**src/logic/pofc_pkg.sv**
```systemverilog
// Package of constants and types for the modulator output and fault control block.
`default_nettype none
package pofc_pkg;
   localparam int NUM_GEN = 4;
   localparam int NUM_OUT = 8;
   localparam int NUM_FAULT = 4;
   localparam int NUM_SRC = 8;
   localparam int CNT_W = 16;
   // Bit positions in the eight-bit module status and mask words.
   localparam int SRC_GEN_LSB = 0;
   localparam int SRC_FAULT_LSB = 4;
   // Reset values.
   localparam logic [15:0] PERIOD_RST = 16'hffff;
   localparam logic [15:0] WIDTH_RST = 16'h0000;
   localparam logic [7:0] MASK_RST = 8'h00;
   // Enable-update modes of an output.
   typedef enum logic [1:0] {
      POFC_UPD_IMMEDIATE = 2'b00,
      POFC_UPD_LOCAL = 2'b01,
      POFC_UPD_GLOBAL = 2'b10
   } pofc_upd_t;
endpackage : pofc_pkg
`default_nettype wire

```
**src/logic/pofc_top.sv**
```systemverilog
// Output stage, fault suppression and module status for four generators.
// Summary of operation
// RULE_01: Period equals programmed ticks between successive zero pulses of a generator.
// RULE_02: A newer period write replaces any still-pending earlier value.
// RULE_03: Mask holds one bit per generator and fault source; set unmasks.
// RULE_04: Raw and masked views of all eight sources are readable.
// RULE_05: Suppressed outputs go inactive during fault; others keep running.
// RULE_06: Extended option drives suppressed output high or low per level bit.
// RULE_07: Without the extended option a suppressed output drives low in fault.
// RULE_08: Level setting has no effect on an output that is not suppressed.
// RULE_09: Invert setting makes an output active low.
// RULE_10: Disabled output holds its inactive state; the code drives it low even when inverted.
// RULE_11: Immediate mode applies enable changes at once.
// RULE_12: Local mode applies at next zero; global needs an armed update first.
// RULE_13: Width readback returns the programmed value, not the active one.
// RULE_14: Four generators each hold an independent period register.
// RULE_15: Masked bit is raw AND mask; interrupt is OR of masked bits.
`timescale 1ns/1ps
`default_nettype none
module pofc_top #(
   parameter bit EXT_FAULT = 1'b1,
   parameter int CNT_W = pofc_pkg::CNT_W
) (
   input wire logic clock_in,
   input wire logic srst_in,
   input wire logic [3:0] gen_run_in,
   input wire logic [3:0] period_wr_in,
   input wire logic [CNT_W-1:0] period_in,
   input wire logic [7:0] width_wr_in,
   input wire logic [CNT_W-1:0] width_in,
   input wire logic [2:0] width_sel_in,
   input wire logic [1:0] period_sel_in,
   input wire logic [3:0] gen_event_in,
   input wire logic [3:0] fault_pin_in,
   input wire logic [7:0] irq_mask_in,
   input wire logic status_view_select,
   input wire logic [7:0] suppress_on_fault,
   input wire logic [7:0] fault_level_high,
   input wire logic [7:0] invert_in,
   input wire logic [7:0] output_drive_enable,
   input wire logic [15:0] enable_mode_in,
   input wire logic [3:0] global_update_arm_cmd,
   output logic [7:0] pwm_out,
   output logic [7:0] status_out,
   output logic irq_out,
   output logic [CNT_W-1:0] width_rd_out,
   output logic [CNT_W-1:0] period_rd_out
);
   // Counter widths outside this range cannot be served by the comparators.
   if (CNT_W < 2 || CNT_W > 32) begin : g_bad_cnt_w
      $error("CNT_W out of range");
   end

   logic [3:0] fault_s1_q;
   logic [3:0] fault_s2_q;
   logic [3:0] zero;
   logic [CNT_W-1:0] cnt [4];
   logic [CNT_W-1:0] prd [4];
   logic [CNT_W-1:0] width_prog_q [8];
   logic [CNT_W-1:0] width_act_q [8];
   logic [7:0] en_act_q;
   logic [3:0] armed_q;
   logic [7:0] pwm_q;
   logic [7:0] status_q;
   logic [7:0] fault_lat_q;
   logic irq_q;
   logic [CNT_W-1:0] wrd_q;
   logic [CNT_W-1:0] prd_q;

   // Fault pins come from outside and pass two flip-flops.
   always_ff @(posedge clock_in) begin
      if (srst_in) begin
         fault_s1_q <= '0;
         fault_s2_q <= '0;
      end else begin
         fault_s1_q <= fault_pin_in;
         fault_s2_q <= fault_s1_q;
      end
   end

   // Four independent generators, each with its own period register.
   for (genvar g = 0; g < 4; g++) begin : g_gen
      pofc_gen #(.CNT_W(CNT_W)) u_gen ( // RULE_14
         .clock_in(clock_in),
         .srst_in(srst_in),
         .period_wr_in(period_wr_in[g]),
         .period_in(period_in),
         .run_in(gen_run_in[g]),
         .zero_out(zero[g]),
         .count_out(cnt[g]),
         .period_prog_out(prd[g])
      );
   end

   // Raw sources: generator events and synchronised fault levels.
   wire [7:0] raw;
   assign raw[pofc_pkg::SRC_GEN_LSB +: 4] = gen_event_in;
   assign raw[pofc_pkg::SRC_FAULT_LSB +: 4] = fault_s2_q;
   wire [7:0] masked = raw & irq_mask_in; // RULE_03 RULE_15
   wire any_fault = |fault_s2_q;

   // Per output: owning generator, comparator, enable and fault handling.
   logic [7:0] wave;
   logic [7:0] lvl;
   logic [7:0] en_next;
   always_comb begin
      for (int o = 0; o < 8; o++) begin
         wave[o] = ((cnt[o/2] < width_act_q[o]) && gen_run_in[o/2]) ^ invert_in[o]; // RULE_09
         lvl[o] = EXT_FAULT ? fault_level_high[o] : 1'b0; // RULE_06 RULE_07
         en_next[o] = en_act_q[o];
         unique case (enable_mode_in[2*o +: 2])
            pofc_pkg::POFC_UPD_IMMEDIATE: en_next[o] = output_drive_enable[o]; // RULE_11
            pofc_pkg::POFC_UPD_LOCAL: if (zero[o/2]) en_next[o] = output_drive_enable[o];
            pofc_pkg::POFC_UPD_GLOBAL: begin
               if (zero[o/2] && armed_q[o/2]) en_next[o] = output_drive_enable[o]; // RULE_12
            end
            default: en_next[o] = en_act_q[o];
         endcase
      end
   end

   // Widths: programmed copy for readback, active copy loaded at zero.
   always_ff @(posedge clock_in) begin
      if (srst_in) begin
         for (int o = 0; o < 8; o++) begin
            width_prog_q[o] <= CNT_W'(pofc_pkg::WIDTH_RST);
            width_act_q[o] <= CNT_W'(pofc_pkg::WIDTH_RST);
         end
      end else begin
         for (int o = 0; o < 8; o++) begin
            if (width_wr_in[o]) width_prog_q[o] <= width_in;
            if (zero[o/2]) width_act_q[o] <= width_prog_q[o];
         end
      end
   end

   // Global arm flags; a new arm in the same cycle as a zero wins.
   always_ff @(posedge clock_in) begin
      if (srst_in) begin
         armed_q <= '0;
      end else begin
         armed_q <= (armed_q & ~zero) | global_update_arm_cmd; // RULE_12
      end
   end

   // Output drive with enable and fault suppression.
   always_ff @(posedge clock_in) begin
      if (srst_in) begin
         en_act_q <= '0;
         pwm_q <= '0;
      end else begin
         en_act_q <= en_next;
         for (int o = 0; o < 8; o++) begin
            if (any_fault && suppress_on_fault[o]) pwm_q[o] <= lvl[o]; // RULE_05
            else if (!en_act_q[o]) pwm_q[o] <= 1'b0; // RULE_10
            else pwm_q[o] <= wave[o]; // RULE_08
         end
      end
   end

   // Status view, interrupt and readback registers.
   always_ff @(posedge clock_in) begin
      if (srst_in) begin
         status_q <= '0;
         irq_q <= 1'b0;
         wrd_q <= '0;
         prd_q <= '0;
      end else begin
         status_q <= status_view_select ? masked : raw; // RULE_04
         irq_q <= |masked; // RULE_15
         wrd_q <= width_prog_q[width_sel_in]; // RULE_13
         prd_q <= prd[period_sel_in];
      end
   end

   assign pwm_out = pwm_q;
   assign status_out = status_q;
   assign irq_out = irq_q;
   assign width_rd_out = wrd_q;
   assign period_rd_out = prd_q;
endmodule : pofc_top
`default_nettype wire

```
**src/logic/pofc_gen.sv**
```systemverilog
// One period generator: down counter with pending period and zero pulse.
`timescale 1ns/1ps
`default_nettype none
module pofc_gen #(
   parameter int CNT_W = 16
) (
   input wire logic clock_in,
   input wire logic srst_in,
   input wire logic period_wr_in,
   input wire logic [CNT_W-1:0] period_in,
   input wire logic run_in,
   output logic zero_out,
   output logic [CNT_W-1:0] count_out,
   output logic [CNT_W-1:0] period_prog_out
);
   logic [CNT_W-1:0] active_q;
   logic [CNT_W-1:0] count_q;
   logic [CNT_W-1:0] pend_q;
   logic zero_q;
   wire at_end = (count_q == '0);

   // A pending write replaces any older pending value; it lands at the next zero.
   always_ff @(posedge clock_in) begin
      if (srst_in) begin
         pend_q <= CNT_W'(pofc_pkg::PERIOD_RST);
         active_q <= CNT_W'(pofc_pkg::PERIOD_RST);
         count_q <= '0;
         zero_q <= 1'b0;
      end else begin
         if (period_wr_in) begin
            pend_q <= period_in; // RULE_02
         end
         zero_q <= run_in && at_end;
         if (run_in) begin
            if (at_end) begin
               active_q <= period_wr_in ? period_in : pend_q;
               count_q <= (period_wr_in ? period_in : pend_q) - 1'b1; // RULE_01
            end else begin
               count_q <= count_q - 1'b1;
            end
         end
      end
   end

   assign zero_out = zero_q;
   assign count_out = count_q;
   assign period_prog_out = pend_q;
endmodule : pofc_gen
`default_nettype wire

```
**config.mk**
```make
export PLATFORM = sky130hd
export DESIGN_NAME = pofc_top
export DESIGN_NICKNAME = d
export VERILOG_FILES = /design/src/logic/pofc_pkg.sv /design/src/logic/pofc_top.sv /design/src/logic/pofc_gen.sv
export SDC_FILE = /design/constraint.sdc
export NUM_CORES = 1
export LEC_CHECK = 0
export BUFFER_PORTS_ARGS = -buffer_cell sky130_fd_sc_hd__buf_2
export CAP_MARGIN = 10
export CORE_MARGIN = 3
export CORE_UTILIZATION = 50
export CTS_CLUSTER_DIAMETER = 30
export DETAILED_ROUTE_END_ITERATION = 6
export PLACE_DENSITY = 0.77
export REMOVE_ABC_BUFFERS = 1
export SETUP_SLACK_MARGIN = 0.5
export SYNTH_ARGS = -nofsm -noshare
export SYNTH_HDL_FRONTEND = slang
export SYNTH_HIERARCHICAL = 1
export SYNTH_SLANG_ARGS = --single-unit
```
**constraint.sdc**
```tcl
create_clock -name clock_in -period 9.8 [get_ports clock_in]
set_clock_uncertainty 0.1 [all_clocks]
set_input_delay 1.96 -clock clock_in [delete_from_list [all_inputs] [get_ports clock_in]]
set_output_delay 1.96 -clock clock_in [all_outputs]
set_load 0.02 [all_outputs]
```
Word level (Yosys, flattened, before mapping)
Memories as Yosys holds them, arrays and structs flattened. A register that Yosys moved wholly into a read port is not among the register bits.
Index checks and enable logic that the tools add are counted.
{ "op_classes": {"add_sub_neg": 8, "n_lt_le_gt_ge": 9, "eq_ne": 32, "muxes": 106, "n_bitwise": 29, "n_reduce_logical": 54} }
{ "op_table": {"columns": ["operator", "count"], "rows": [
  ["16-bit two-way mux", 26],
  ["16-bit < comparator", 8],
  ["16-bit by 1-bit subtractor with 16-bit output (second input constant)", 8],
  ["1-bit two-way mux", 70],
  ["16-bit logical NOT", 4],
  ["16-bit binary-select mux with 2-bit select", 1],
  ["1-bit logical AND", 24],
  ["1-bit case mux with 3 select lines", 8],
  ["3-bit AND reduction", 8],
  ["3-bit nonzero test", 8],
  ["2-bit by 1-bit == test with 1-bit output (second input constant)", 8],
  ["2-bit == test (second input constant)", 8],
  ["2-bit logical NOT", 8],
  ["2-bit by 1-bit != test with 1-bit output (second input constant)", 8],
  ["2-bit != test (second input constant)", 8],
  ["1-bit bitwise OR", 16],
  ["8-bit bitwise AND", 1],
  ["8-bit two-way mux", 1],
  ["8-bit OR reduction", 1],
  ["1-bit bitwise XOR", 8],
  ["4-bit bitwise AND", 1],
  ["4-bit inverter", 1],
  ["4-bit bitwise OR", 1],
  ["4-bit OR reduction", 1],
  ["other kinds (2)", 2]
]} }
{ "word_totals": {"regBits": 185, "ramBits": 256, "in_bits": 124, "output_inout_bits": 49, "wordCells": 267, "n_memories": 2} }
{ "mem_list": {"columns": ["name", "depth", "word_bits", "rd", "rd_ports_with_merged_regs", "write_ports", "line_no", "text"], "rows": [
  ["width_act_q", 8, 16, 8, 0, 8, "pofc_top.sv:60", "logic [CNT_W-1:0] width_act_q [8];"],
  ["width_prog_q", 8, 16, 9, 1, 8, "pofc_top.sv:59", "logic [CNT_W-1:0] width_prog_q [8];"]
]} }

Depth between registers and ports, before layout
Gate-level depths: netlist of the first run.
{ "logic_depth": {"word_depth": 5, "mapped_depth": 12, "ltp_nobuf": 11} }

Hierarchy
Netlist of the first run, hierarchy kept.
{ "modules_own_cells": {"columns": ["module", "instances", "cells_per_inst", "area_each_um2", "seq_area_each_um2"], "rows": [
  ["pofc_top", 1, 1262, 16174.3, 9068.7],
  ["pofc_gen", 4, 230, 1933.1, 660.6]
]} }

Worst setup path before layout of the first run
Ideal clock, no wire load.
{ "synth_path": {"kind": "input port to flip-flop", "startpoint": "in period_wr_in[0]", "endpoint": "reg g_gen[0].u_gen.count_q[12]", "setup_time_ps": 62, "t_arrival_ps": 4311, "required_time_ps": 9638, "slack_ps": 5327, "stages": 12, "path_buffers": 3, "path_cell_list": "buf_6 buf_6 buf_6 mux2_2 a21oi_1 ha_1 nand2b_1 nor4_1 o21a_1 nand4_1 or4_1 nand3_1"} }
{ "synth_between": {"elab_chain_cells": 3} }
{ "synth_lines": {"columns": ["element", "line_no", "text"], "rows": [
  ["start, declared", "pofc_top.sv:27", "input wire logic [3:0] period_wr_in,"],
  ["16-bit two-way mux", null, null],
  ["16-bit by 1-bit subtractor with 16-bit output", "pofc_gen.sv:37", "count_q <= (period_wr_in ? period_in : pend_q) - 1'b1;"],
  ["16-bit two-way mux", "pofc_gen.sv:35", "if (at_end) begin"],
  ["end signal, assigned", "pofc_gen.sv:37", null],
  ["end signal, assigned", "pofc_gen.sv:39", "count_q <= count_q - 1'b1;"],
  ["end, declared", "pofc_gen.sv:17", "logic [CNT_W-1:0] count_q;"]
]} }
Every way passes these cells.
A chain may end at the register's enable or synchronous reset.

Worst setup path in the final report of the first run
{ "layout_path": {"startpoint": "in period_wr_in[1]", "endpoint": "reg g_gen[1].u_gen.count_q[12]"} }
{ "layout_between": {"elab_chain_cells": 3} }
{ "layout_lines": {"columns": ["element", "line_no"], "rows": [
  ["16-bit two-way mux", null],
  ["16-bit by 1-bit subtractor with 16-bit output", "pofc_gen.sv:37"],
  ["16-bit two-way mux", "pofc_gen.sv:35"],
  ["end signal, assigned", "pofc_gen.sv:37"],
  ["end signal, assigned", "pofc_gen.sv:39"],
  ["end, declared", "pofc_gen.sv:17"]
]} }
Every way passes these cells.

==> impl_metrics.json, run 1 <==
{
  "peakVddDrop_uv": 178,
  "die_y_um": 225,
  "crit_chain": "buf_2 > mux2i_1 > nor3_1 > nor2_1 > ha_1 > nand2b_1 > nor4_1 > o21a_1 > nand4_1 > or4_1 > nand3_1",
  "cp.arrival_ps": 4860,
  "path_buf_inv": 1,
  "setup_viol": 0,
  "synth_cell_type_count": 68,
  "worstMarginPinSlew_ps": 1130,
  "relSlewSlack_pct": 24.3,
  "synth.area.top_cells": "edfxtp_1 (32%), dfxtp_1 (17%), ha_1 (6.5%)",
  "hp-class": "reg2reg",
  "final_cells": 3078,
  "die_w_um": 225,
  "vias_per_cell": 5.94,
  "syn_area_mm2": 0.0239,
  "end_kind": "flip-flop",
  "met1_length_mm": 29.1,
  "drv_slew": 0,
  "synth_edf_count": 256,
  "grt_start_max_net_pins": 92,
  "fillers": 3654,
  "grt_overflow": 0,
  "cts.hold.buffers_added": 0,
  "outcome": "finished, violations left",
  "setup-tns-final_ps": 0,
  "wl_met2_mm": 30.9,
  "leakagePower_nw": 11.9,
  "routed_wl_mm": 67.8,
  "drv_cap": 0,
  "grtUsageTotal_pct": 26.6,
  "rsz0062_at_grt": "false",
  "place_congestion": 0.916,
  "async_flop_share_pct": 0,
  "fmax_mhz": 228,
  "drt-initial-drc-count": 2288,
  "crit_start": "period_wr_in[1]",
  "yosysSeqAreaShare_pct": 49.0,
  "timing.rr.start": "g_gen[2].u_gen/count_out[8]",
  "critPathKind": "in2reg",
  "dp_cells": 2882,
  "clk_latency_ps": 640,
  "min_period_ps": 4390,
  "root_buffer": "clkbuf_16",
  "die-area_mm2": 0.0505,
  "utilization_pct": 61.7,
  "cp_max_fo": 23,
  "drtPass1Iterations": 7,
  "yosys_register_bits": 457,
  "rows": 79,
  "avgSynthCellArea_um2": 11.0,
  "syn_inst": 2182,
  "grt_pass1_vias": 18100,
  "start_util_pct": 51.0,
  "synth_top_area_share_pct": 32.2,
  "clk_pin_slew_ps": 50,
  "regToRegSetupSlack_ps": 6120,
  "postCtsSetupBuffers": 0,
  "ys_warn_count": 6,
  "hold_depth": 1,
  "htreeDepth": 3,
  "rr_endpoint": "g_gen[2].u_gen/count_out[14]",
  "nets": 2629,
  "slowest_delay_ps": 540,
  "cts_buffers": 104,
  "post_cts_resized": 0,
  "diodes": 0,
  "finalHoldWorstSlack_ps": 331,
  "wl_met3_mm": 5.50,
  "min_to": "fault_s2_q[3]",
  "antenna_left": 0,
  "vias": 18300,
  "port_buffers": 172,
  "violations": "DRC",
  "hold_start": "fault_s1_q[3]",
  "antenna_found_initial": 1,
  "clock_sink_count": 457,
  "drive_gt1_share_pct": 19.5,
  "slowest_stage": "or4_1",
  "path_delay_family": "simple AND/OR/NAND/NOR gates",
  "yosysTopAreaCell": "edfxtp_1",
  "start_kind": "input pin",
  "route.detailed.drc": 1,
  "top_layer_used": "met5",
  "rr_worst_depth": 11,
  "ios": 173,
  "synthFlopType": "edfxtp_1",
  "dpl.hpwl_mm": 48.7,
  "period_share_pct": 44.8,
  "clk_path_buf_depth": 3,
  "crit_required_ps": 10280,
  "hold_viol": 0,
  "tritoncts": "built",
  "grt_pass1_wl_mm": 104,
  "syn_to_final_growth_pct": 20.9,
  "routedWlPerCell_um": 22.0,
  "coreArea_mm2": 0.0469,
  "power.density_mw_per_mm2": 302
}
## cell usage after synthesis (all sizes together), types with 21 or more instances
cell type	number
nor2	141
nand2	112
o21ai	63
buf	29
ha	124
or4	25
nand3	76
o211ai	39
edfxtp	256
clkbuf	60
mux2i	104
and2	192
nor2b	88
a21oi	82
o21a	21
inv	149
dfxtp	201
or3	28
nand2b	32
nand4	49
mux4	48
nor3	56
## routing by layer
| layer | track usage [%] | vias to the layer above |
|---|---|---|
| met5 | 0 | - |
| met4 | 9.88 | 2 |
| met3 | 5.32 | 144 |
| met2 | 41.6 | 857 |
| met1 | 36.9 | 8849 |
| li1 | - | 8416 |
## registers in the layout, summed over array words and instances (netlist names)
name                         cells
status_out                       8
period_rd_out                   16
pwm_out                          8
width_prog_q                   128
fault_s1_q                       4
en_act_q                         8
width_act_q                    128
fault_s2_q                       4
g_gen.u_gen/count_out           64
armed_q                          4
g_gen.u_gen/period_prog_out     64
width_rd_out                    16
g_gen.u_gen/zero_out             4
irq_out                          1
## layout by cell type (no fill, tap or decap), drive strengths merged, types with 49 or more instances in the layout
| master | netlist | final |
|---|---|---|
| inv | 149 | 157 |
| nand3 | 76 | 76 |
| nor2b | 88 | 88 |
| edfxtp | 256 | 256 |
| mux2i | 104 | 104 |
| nor3 | 56 | 56 |
| nand4 | 49 | 49 |
| o21ai | 63 | 63 |
| dfxtp | 201 | 201 |
| and2 | 192 | 192 |
| buf | 29 | 182 |
| nor2 | 141 | 141 |
| clkbuf | 60 | 131 |
| a21oi | 82 | 82 |
| nand2 | 112 | 112 |
| ha | 124 | 124 |
## power breakdown
group / switching (W) / internal [W]
Clock: 0.00115 / 0.00251
Combinational: 0.00146 / 0.000964
Sequential: 0.000325 / 0.00231
## final cells by class
cell class                      count  area, µm²  share of cell area [%]
Clock buffer                      131       2920                    10.1
Clock inverter                     65        861                    2.98
Inverter                          149        559                    1.94
Multi-Input combinational cell   1487      11100                    38.6
Sequential cell                   457      11700                    40.5
Tap cell                          607        759                    2.63
Timing Repair Buffer              182        942                    3.26
## worst max path at each step
stage,depth (start not counted),to
global route,11,g_gen[3].u_gen/count_out[12]
CTS,11,g_gen[1].u_gen/count_out[12]
global placement,10,g_gen[1].u_gen/count_out[12]
finish,11,g_gen[1].u_gen/count_out[12]
floorplan,9,g_gen[0].u_gen/count_out[12]
detailed placement,11,g_gen[1].u_gen/count_out[12]
## through the flow
stage,area (µm²),power (W),setup slack (ps)
finish,28900,0.00871,5410
global route,28900,0.00914,5210
CTS,28900,0.00869,5520
detailed placement,25100,0.00501,4870
global placement,25100,0.00494,4980
floorplan,23400,0.00428,5740
## logic make-up (layout without fill, tap and decap cells)
family,after synthesis,in the layout,share of synthesized area [%]
and+or+nand+nor,865,865,20.3
DFF,457,457,49.0
AOI/OAI and AO/OA,330,330,10.2
buffers and inverters,238,527,4.40
muxes,160,160,9.38
adders and majority gates,124,124,6.49
xor gates and xnor gates,8,8,0.293
(Power assumes the default switching activity.)
==> run 2, diff against run 1 <==
--- a/config.mk
+++ b/config.mk
@@ -11,7 +11,7 @@
 export CORE_UTILIZATION = 50
 export CTS_CLUSTER_DIAMETER = 30
 export DETAILED_ROUTE_END_ITERATION = 6
-export PLACE_DENSITY = 0.77
+export PLACE_DENSITY = 0.8
 export REMOVE_ABC_BUFFERS = 1
 export SETUP_SLACK_MARGIN = 0.5
 export SYNTH_ARGS = -nofsm -noshare
==> constraint.sdc (replaced) <==
create_clock -name clock_in -period 3.9 [get_ports clock_in]
set_clock_uncertainty 0.1 [all_clocks]
set_input_delay 0.78 -clock clock_in [delete_from_list [all_inputs] [get_ports clock_in]]
set_output_delay 0.78 -clock clock_in [all_outputs]
set_load 0.02 [all_outputs]
==> run 2 against run 1 <==
Compared with the run above: the run now ends clean; register-to-register slack worse by 5500 ps; power grew to 2.5 times the previous value; combinational power grew to 2.6 times the previous value; critical endpoint is now g_gen[1].u_gen/count_out[14]; non-clock buffer count is 31 higher; worst hold slack worse by 72 ps; clock power grew to 2.5 times the previous value; sequential power is 150% higher; critical path depth stayed put.
==> impl_metrics.json, run 2 (synthesis results as in run 1) <==
{
  "routedWlPerCell_um": 22.3,
  "utilization_pct": 62.2,
  "power_w": 0.0220,
  "p_sw_share_pct": 33.8,
  "end_kind": "flip-flop",
  "cp_max_fo": 9,
  "coreArea_mm2": 0.0469,
  "drive_gt1_share_pct": 20.6,
  "route.detailed.drc": 0,
  "setup-tns-final_ps": 0,
  "slowest_delay_ps": 480,
  "fmax_mhz": 308,
  "syn_to_final_growth_pct": 21.8,
  "grt_overflow": 0,
  "antenna_left": 0,
  "vias_per_cell": 5.99,
  "drv_slew": 0,
  "grt_start_max_net_pins": 87,
  "rr_endpoint": "g_gen[1].u_gen/count_out[14]",
  "pwr-share-clk_pct": 41.6,
  "vias": 18600,
  "routed_wl_mm": 69.3,
  "path_common_cell": "nor3_1",
  "critPathKind": "reg2reg",
  "port_buffers": 172,
  "cts.hold.buffers_added": 0,
  "crit_start": "g_gen[1].u_gen/count_out[9]",
  "drtPass1Iterations": 7,
  "die-area_mm2": 0.0505,
  "crit_required_ps": 4310,
  "timing.rr.start": "g_gen[1].u_gen/count_out[9]",
  "crit_chain": "nor3_1 > nand4_1 > nor3_1 > nor2_1 > ha_1 > nand2b_1 > nor4_1 > o21a_1 > nand4_1 > nor3_1 > a2111oi_2",
  "min_period_ps": 3240,
  "antenna_found_initial": 2,
  "grt_pass1_wl_mm": 106,
  "comb_power_share_pct": 28.7,
  "final_cell_mix": "edfxtp_1 (256), dfxtp_1 (200), and2_1 (192)",
  "cts_buffers": 102,
  "hold_viol": 0,
  "ios": 173,
  "dp_slack_ps": 381,
  "htreeDepth": 3,
  "rows": 79,
  "grt_pass1_vias": 18200,
  "p_sw_w": 0.00745,
  "leakagePower_nw": 12.0,
  "die_y_um": 225,
  "setup_viol": 0,
  "relSlewSlack_pct": 41.0,
  "worstMarginPinSlew_ps": 885,
  "seqPwrFrac_pct": 29.7,
  "dpl.hpwl_mm": 49.9,
  "place_congestion": 0.955,
  "regToRegSetupSlack_ps": 660,
  "rsz0062_at_grt": "true",
  "drt-initial-drc-count": 2083,
  "grtUsageTotal_pct": 27.0,
  "cp.arrival_ps": 3660,
  "peakVddDrop_uv": 459,
  "clk_path_buf_depth": 3,
  "start_kind": "flip-flop",
  "die_w_um": 225,
  "clk_latency_ps": 640,
  "tritoncts": "built",
  "root_buffer": "clkbuf_16",
  "reg_top3": "width_act_q: 128 flops, width_prog_q: 128 flops",
  "intPower_w": 0.0146,
  "period_share_pct": 83.2,
  "nets": 2658,
  "final_common_cell": "edfxtp_1",
  "finalWorstSetupSlack_ps": 657,
  "power.density_mw_per_mm2": 757,
  "rr_worst_depth": 11,
  "finalHoldWorstSlack_ps": 259,
  "slowest_stage": "nor3_1",
  "outcome": "finished clean",
  "hp-class": "in2reg",
  "crit_end": "g_gen[1].u_gen/count_out[14]",
  "start_util_pct": 51.0,
  "drv_cap": 0,
  "clk_pin_slew_ps": 50,
  "clock_sink_count": 457
}
==> run 2: critical path: cells and delay by family, from the launching register on <==
kind / cells / cell delay [ps]
simple gates: 8 / 1880
compound gates: 2 / 540
flops: 1 / 400
fa+ha+maj: 1 / 230
==> run 2: power by group through the flow <==
| stage | sequential (W) | clock (W) | combinational [W] |
|---|---|---|---|
| 5_1_grt | 0.00661 | 0.00951 | 0.00694 |
| 2_1_floorplan | 0.00632 | 0 | 0.00445 |
| 6_report | 0.00655 | 0.00916 | 0.00633 |
| 3_5_place_dp | 0.00659 | 0 | 0.00609 |
| 4_1_cts | 0.00652 | 0.00925 | 0.00618 |
| 3_3_place_gp | 0.00655 | 0 | 0.00594 |
==> run 2: how the worst min path moves through the flow <==
| stage | start | depth (start not counted) | slack, ps | endpoint |
|---|---|---|---|---|
| 2_1_floorplan | fault_s1_q[0] | 1 | 310 | fault_s2_q[0] |
| 3_3_place_gp | fault_s1_q[1] | 1 | 320 | fault_s2_q[1] |
| 3_5_place_dp | fault_s1_q[1] | 1 | 330 | fault_s2_q[1] |
| 4_1_cts | fault_pin_in[1] | 2 | 230 | fault_s1_q[1] |
| 5_1_grt | fault_pin_in[2] | 2 | 260 | fault_s1_q[2] |
| 6_report | fault_pin_in[1] | 2 | 260 | fault_s1_q[1] |
==> run 2: metrics by stage <==
stage               cell area, µm²  std cells
floorplan                    23400       2093
global placement             25400       2911
detailed placement           25400       2911
CTS                          29100       3104
global route                 29100       3107
finish                       29100       3107
==> run 2: layout make-up <==
class	count	area, µm²
fillers	3573	17700
flip-flops and latches	457	11700
multi-input cells	1487	11100
clock buffers	122	2800
repair buffers	213	1200
clock inverters	71	951
well taps	607	759
inverters	149	559
diodes	1	2.50
==> run 2: per-layer routing <==
metal  global-route usage, %  vias up  part of all wire [%]
met3                    5.16      159                   8.2
met4                    10.3        0                   3.7
met2                    42.5      953                    46
li1                        -     8490                     -
met1                    37.5     9021                    42
met5                       0        -                     0
==> run 2: repair_timing <==
action | 4_1_cts | 5_1_grt
setup buffers | 0 | 2
setup endpoints to repair | 0 | 4
gates resized for setup | 0 | 1
==> run 3, diff against run 2 <==
--- a/config.mk
+++ b/config.mk
@@ -11,7 +11,7 @@
 export CORE_UTILIZATION = 50
 export CTS_CLUSTER_DIAMETER = 30
 export DETAILED_ROUTE_END_ITERATION = 6
-export PLACE_DENSITY = 0.8
+export PLACE_DENSITY = 0.77
 export REMOVE_ABC_BUFFERS = 1
 export SETUP_SLACK_MARGIN = 0.5
 export SYNTH_ARGS = -nofsm -noshare
==> constraint.sdc (replaced) <==
create_clock -name clock_in -period 3.1 [get_ports clock_in]
set_clock_uncertainty 0.1 [all_clocks]
set_input_delay 0.62 -clock clock_in [delete_from_list [all_inputs] [get_ports clock_in]]
set_output_delay 0.62 -clock clock_in [all_outputs]
set_load 0.02 [all_outputs]
==> run 3 against run 2 <==
Compared with the run above: critical endpoint is now g_gen[1].u_gen/count_out[10]; non-clock buffer count increased by 118; highest routed layer is now met5; sequential cell count unchanged; final cell count increased by 3.3%.
==> impl_metrics.json, run 3 (synthesis results as in run 1) <==
{
  "outcome": "finished clean",
  "grt_pass1_vias": 19000,
  "tritoncts": "built",
  "rr_worst_depth": 12,
  "grtUsageTotal_pct": 28.3,
  "die_y_um": 225,
  "coreArea_mm2": 0.0469,
  "power_w": 0.0282,
  "grt_pass1_wl_mm": 110,
  "min_period_ps": 2560,
  "root_buffer": "clkbuf_16",
  "path_buf_inv": 1,
  "relSlewSlack_pct": 44.3,
  "fmax_mhz": 391,
  "period_share_pct": 82.5,
  "slowest_stage": "dfxtp_4",
  "hp-class": "in2reg",
  "setup_viol": 0,
  "grt_start_max_net_pins": 64,
  "fillers": 3538,
  "routedWlPerCell_um": 22.7,
  "clk_pin_slew_ps": 40,
  "vias": 19200,
  "intPower_w": 0.0185,
  "crit_chain": "nor4_4 > nand4_1 > nor3_2 > nor2_2 > ha_2 > nand2b_4 > nor4_4 > o21a_1 > buf_6 > a32oi_1 > o21ai_0 > a32o_1",
  "route.detailed.drc": 0,
  "htreeDepth": 3,
  "port_buffers": 172,
  "clk_path_buf_depth": 3,
  "reg_top3": "width_act_q: 128 flops, width_prog_q: 128 flops",
  "seqPwrFrac_pct": 28.8,
  "drv_cap": 0,
  "routed_wl_mm": 72.9,
  "rsz0062_at_grt": "true",
  "worstMarginPinSlew_ps": 833,
  "crit_required_ps": 3500,
  "seq_area_mm2": 0.0118,
  "peakVddDrop_uv": 483,
  "start_util_pct": 51.0,
  "drt-initial-drc-count": 2205,
  "cts_buffers": 96,
  "setup-tns-final_ps": 0,
  "rows": 79,
  "nets": 2770,
  "diodes": 0,
  "final_cell_mix": "edfxtp_1 (256), and2_1 (192), buf_2 (171)",
  "multi_input_area_mm2": 0.0114,
  "place_congestion": 0.965,
  "path_delay_family": "simple AND/OR/NAND/NOR gates",
  "grt_overflow": 0,
  "clk_latency_ps": 640,
  "regToRegSetupSlack_ps": 540,
  "hold_viol": 0,
  "antenna_left": 0,
  "cp.depth": 12,
  "die-area_mm2": 0.0505,
  "drive_gt1_share_pct": 26.7,
  "final_common_cell": "edfxtp_1",
  "ios": 173,
  "hold_depth": 3,
  "leakagePower_nw": 12.5,
  "path_common_cell": "nor4_4",
  "cp.arrival_ps": 2960,
  "slowest_delay_ps": 360,
  "vias_per_cell": 5.97,
  "syn_to_final_growth_pct": 25.4,
  "dpl.hpwl_mm": 52.2,
  "comb_power_share_pct": 34.9,
  "p_sw_w": 0.00974,
  "clock_sink_count": 457,
  "p_sw_share_pct": 34.5,
  "pwr-share-clk_pct": 36.3,
  "die_w_um": 225,
  "drtPass1Iterations": 6,
  "end_kind": "flip-flop",
  "critPathKind": "reg2reg",
  "drv_slew": 0,
  "antenna_found_initial": 2,
  "power.density_mw_per_mm2": 942,
  "start_kind": "flip-flop",
  "cp_max_fo": 5
}
-- run 3: cell types whose count changed in the layout (fill, tap and decap cells not counted), sizes merged --
cell,before,now
diode,1,0
bufinv,16,10
clkinv,31,33
clkbuf,122,114
buf,213,331
clkinvlp,7,12
inv,166,159
-- run 3: metal layers --
metal	track usage, %	wire length (µm)	vias up
met2	45.8	34100	944
met3	4.91	6000	177
met5	0	12	-
met1	38.4	30200	9330
li1	-	-	8697
met4	11.0	2550	2
-- run 3: worst min-delay path, stage by stage --
cell and delay, ps:
buf_2 80, a21oi_1 30, nor2_1 70
-- run 3: per-stage QoR --
step                setup slack (ps)  hold WS, ps  utilization [%]  instances  area [µm²]
floorplan                        383          314                -       2093       23400
finish                           542          112             64.0       3210       30000
global placement                 145          334             55.4       2993       26000
global route                     397          106             64.0       3210       30000
CTS                              470         87.3             62.8       3173       29400
detailed placement              80.0          328             55.4       2993       26000
-- run 3: final timing paths --
path                                                   start                      endpoint
worst min-delay path                global_update_arm_cmd[0]                    armed_q[0]
worst min register to register                 fault_s1_q[3]                 fault_s2_q[3]
worst max register to register  g_gen[1].u_gen/count_out[15]  g_gen[1].u_gen/count_out[10]
worst max-delay path            g_gen[1].u_gen/count_out[15]  g_gen[1].u_gen/count_out[10]
-- run 3: power groups by stage --
stage	Clock [W]	Sequential [W]	Combinational (W)
after global routing	0.0107	0.00819	0.0106
after global placement	0	0.00804	0.00832
after detailed placement	0	0.00807	0.00854
after floorplan	0	0.00795	0.00559
after CTS	0.0104	0.00805	0.00875
final	0.0103	0.00813	0.00985
-- run 3: cell type report --
cell class / count / area share (%)
clock buffers: 114 / 8.75
flip-flops and latches: 457 / 39.4
multi-input cells: 1487 / 38.2
well taps: 607 / 2.53
clock inverters: 65 / 2.26
inverters: 149 / 1.87
repair buffers: 331 / 7.00
-- run 3: repair_timing --
item                       CTS  global route
setup endpoints to repair   15            26
resized for setup           40            81
pin swaps                    8            45
gates cloned                 0             0
setup buffers                1            37
hold buffers                 0             0
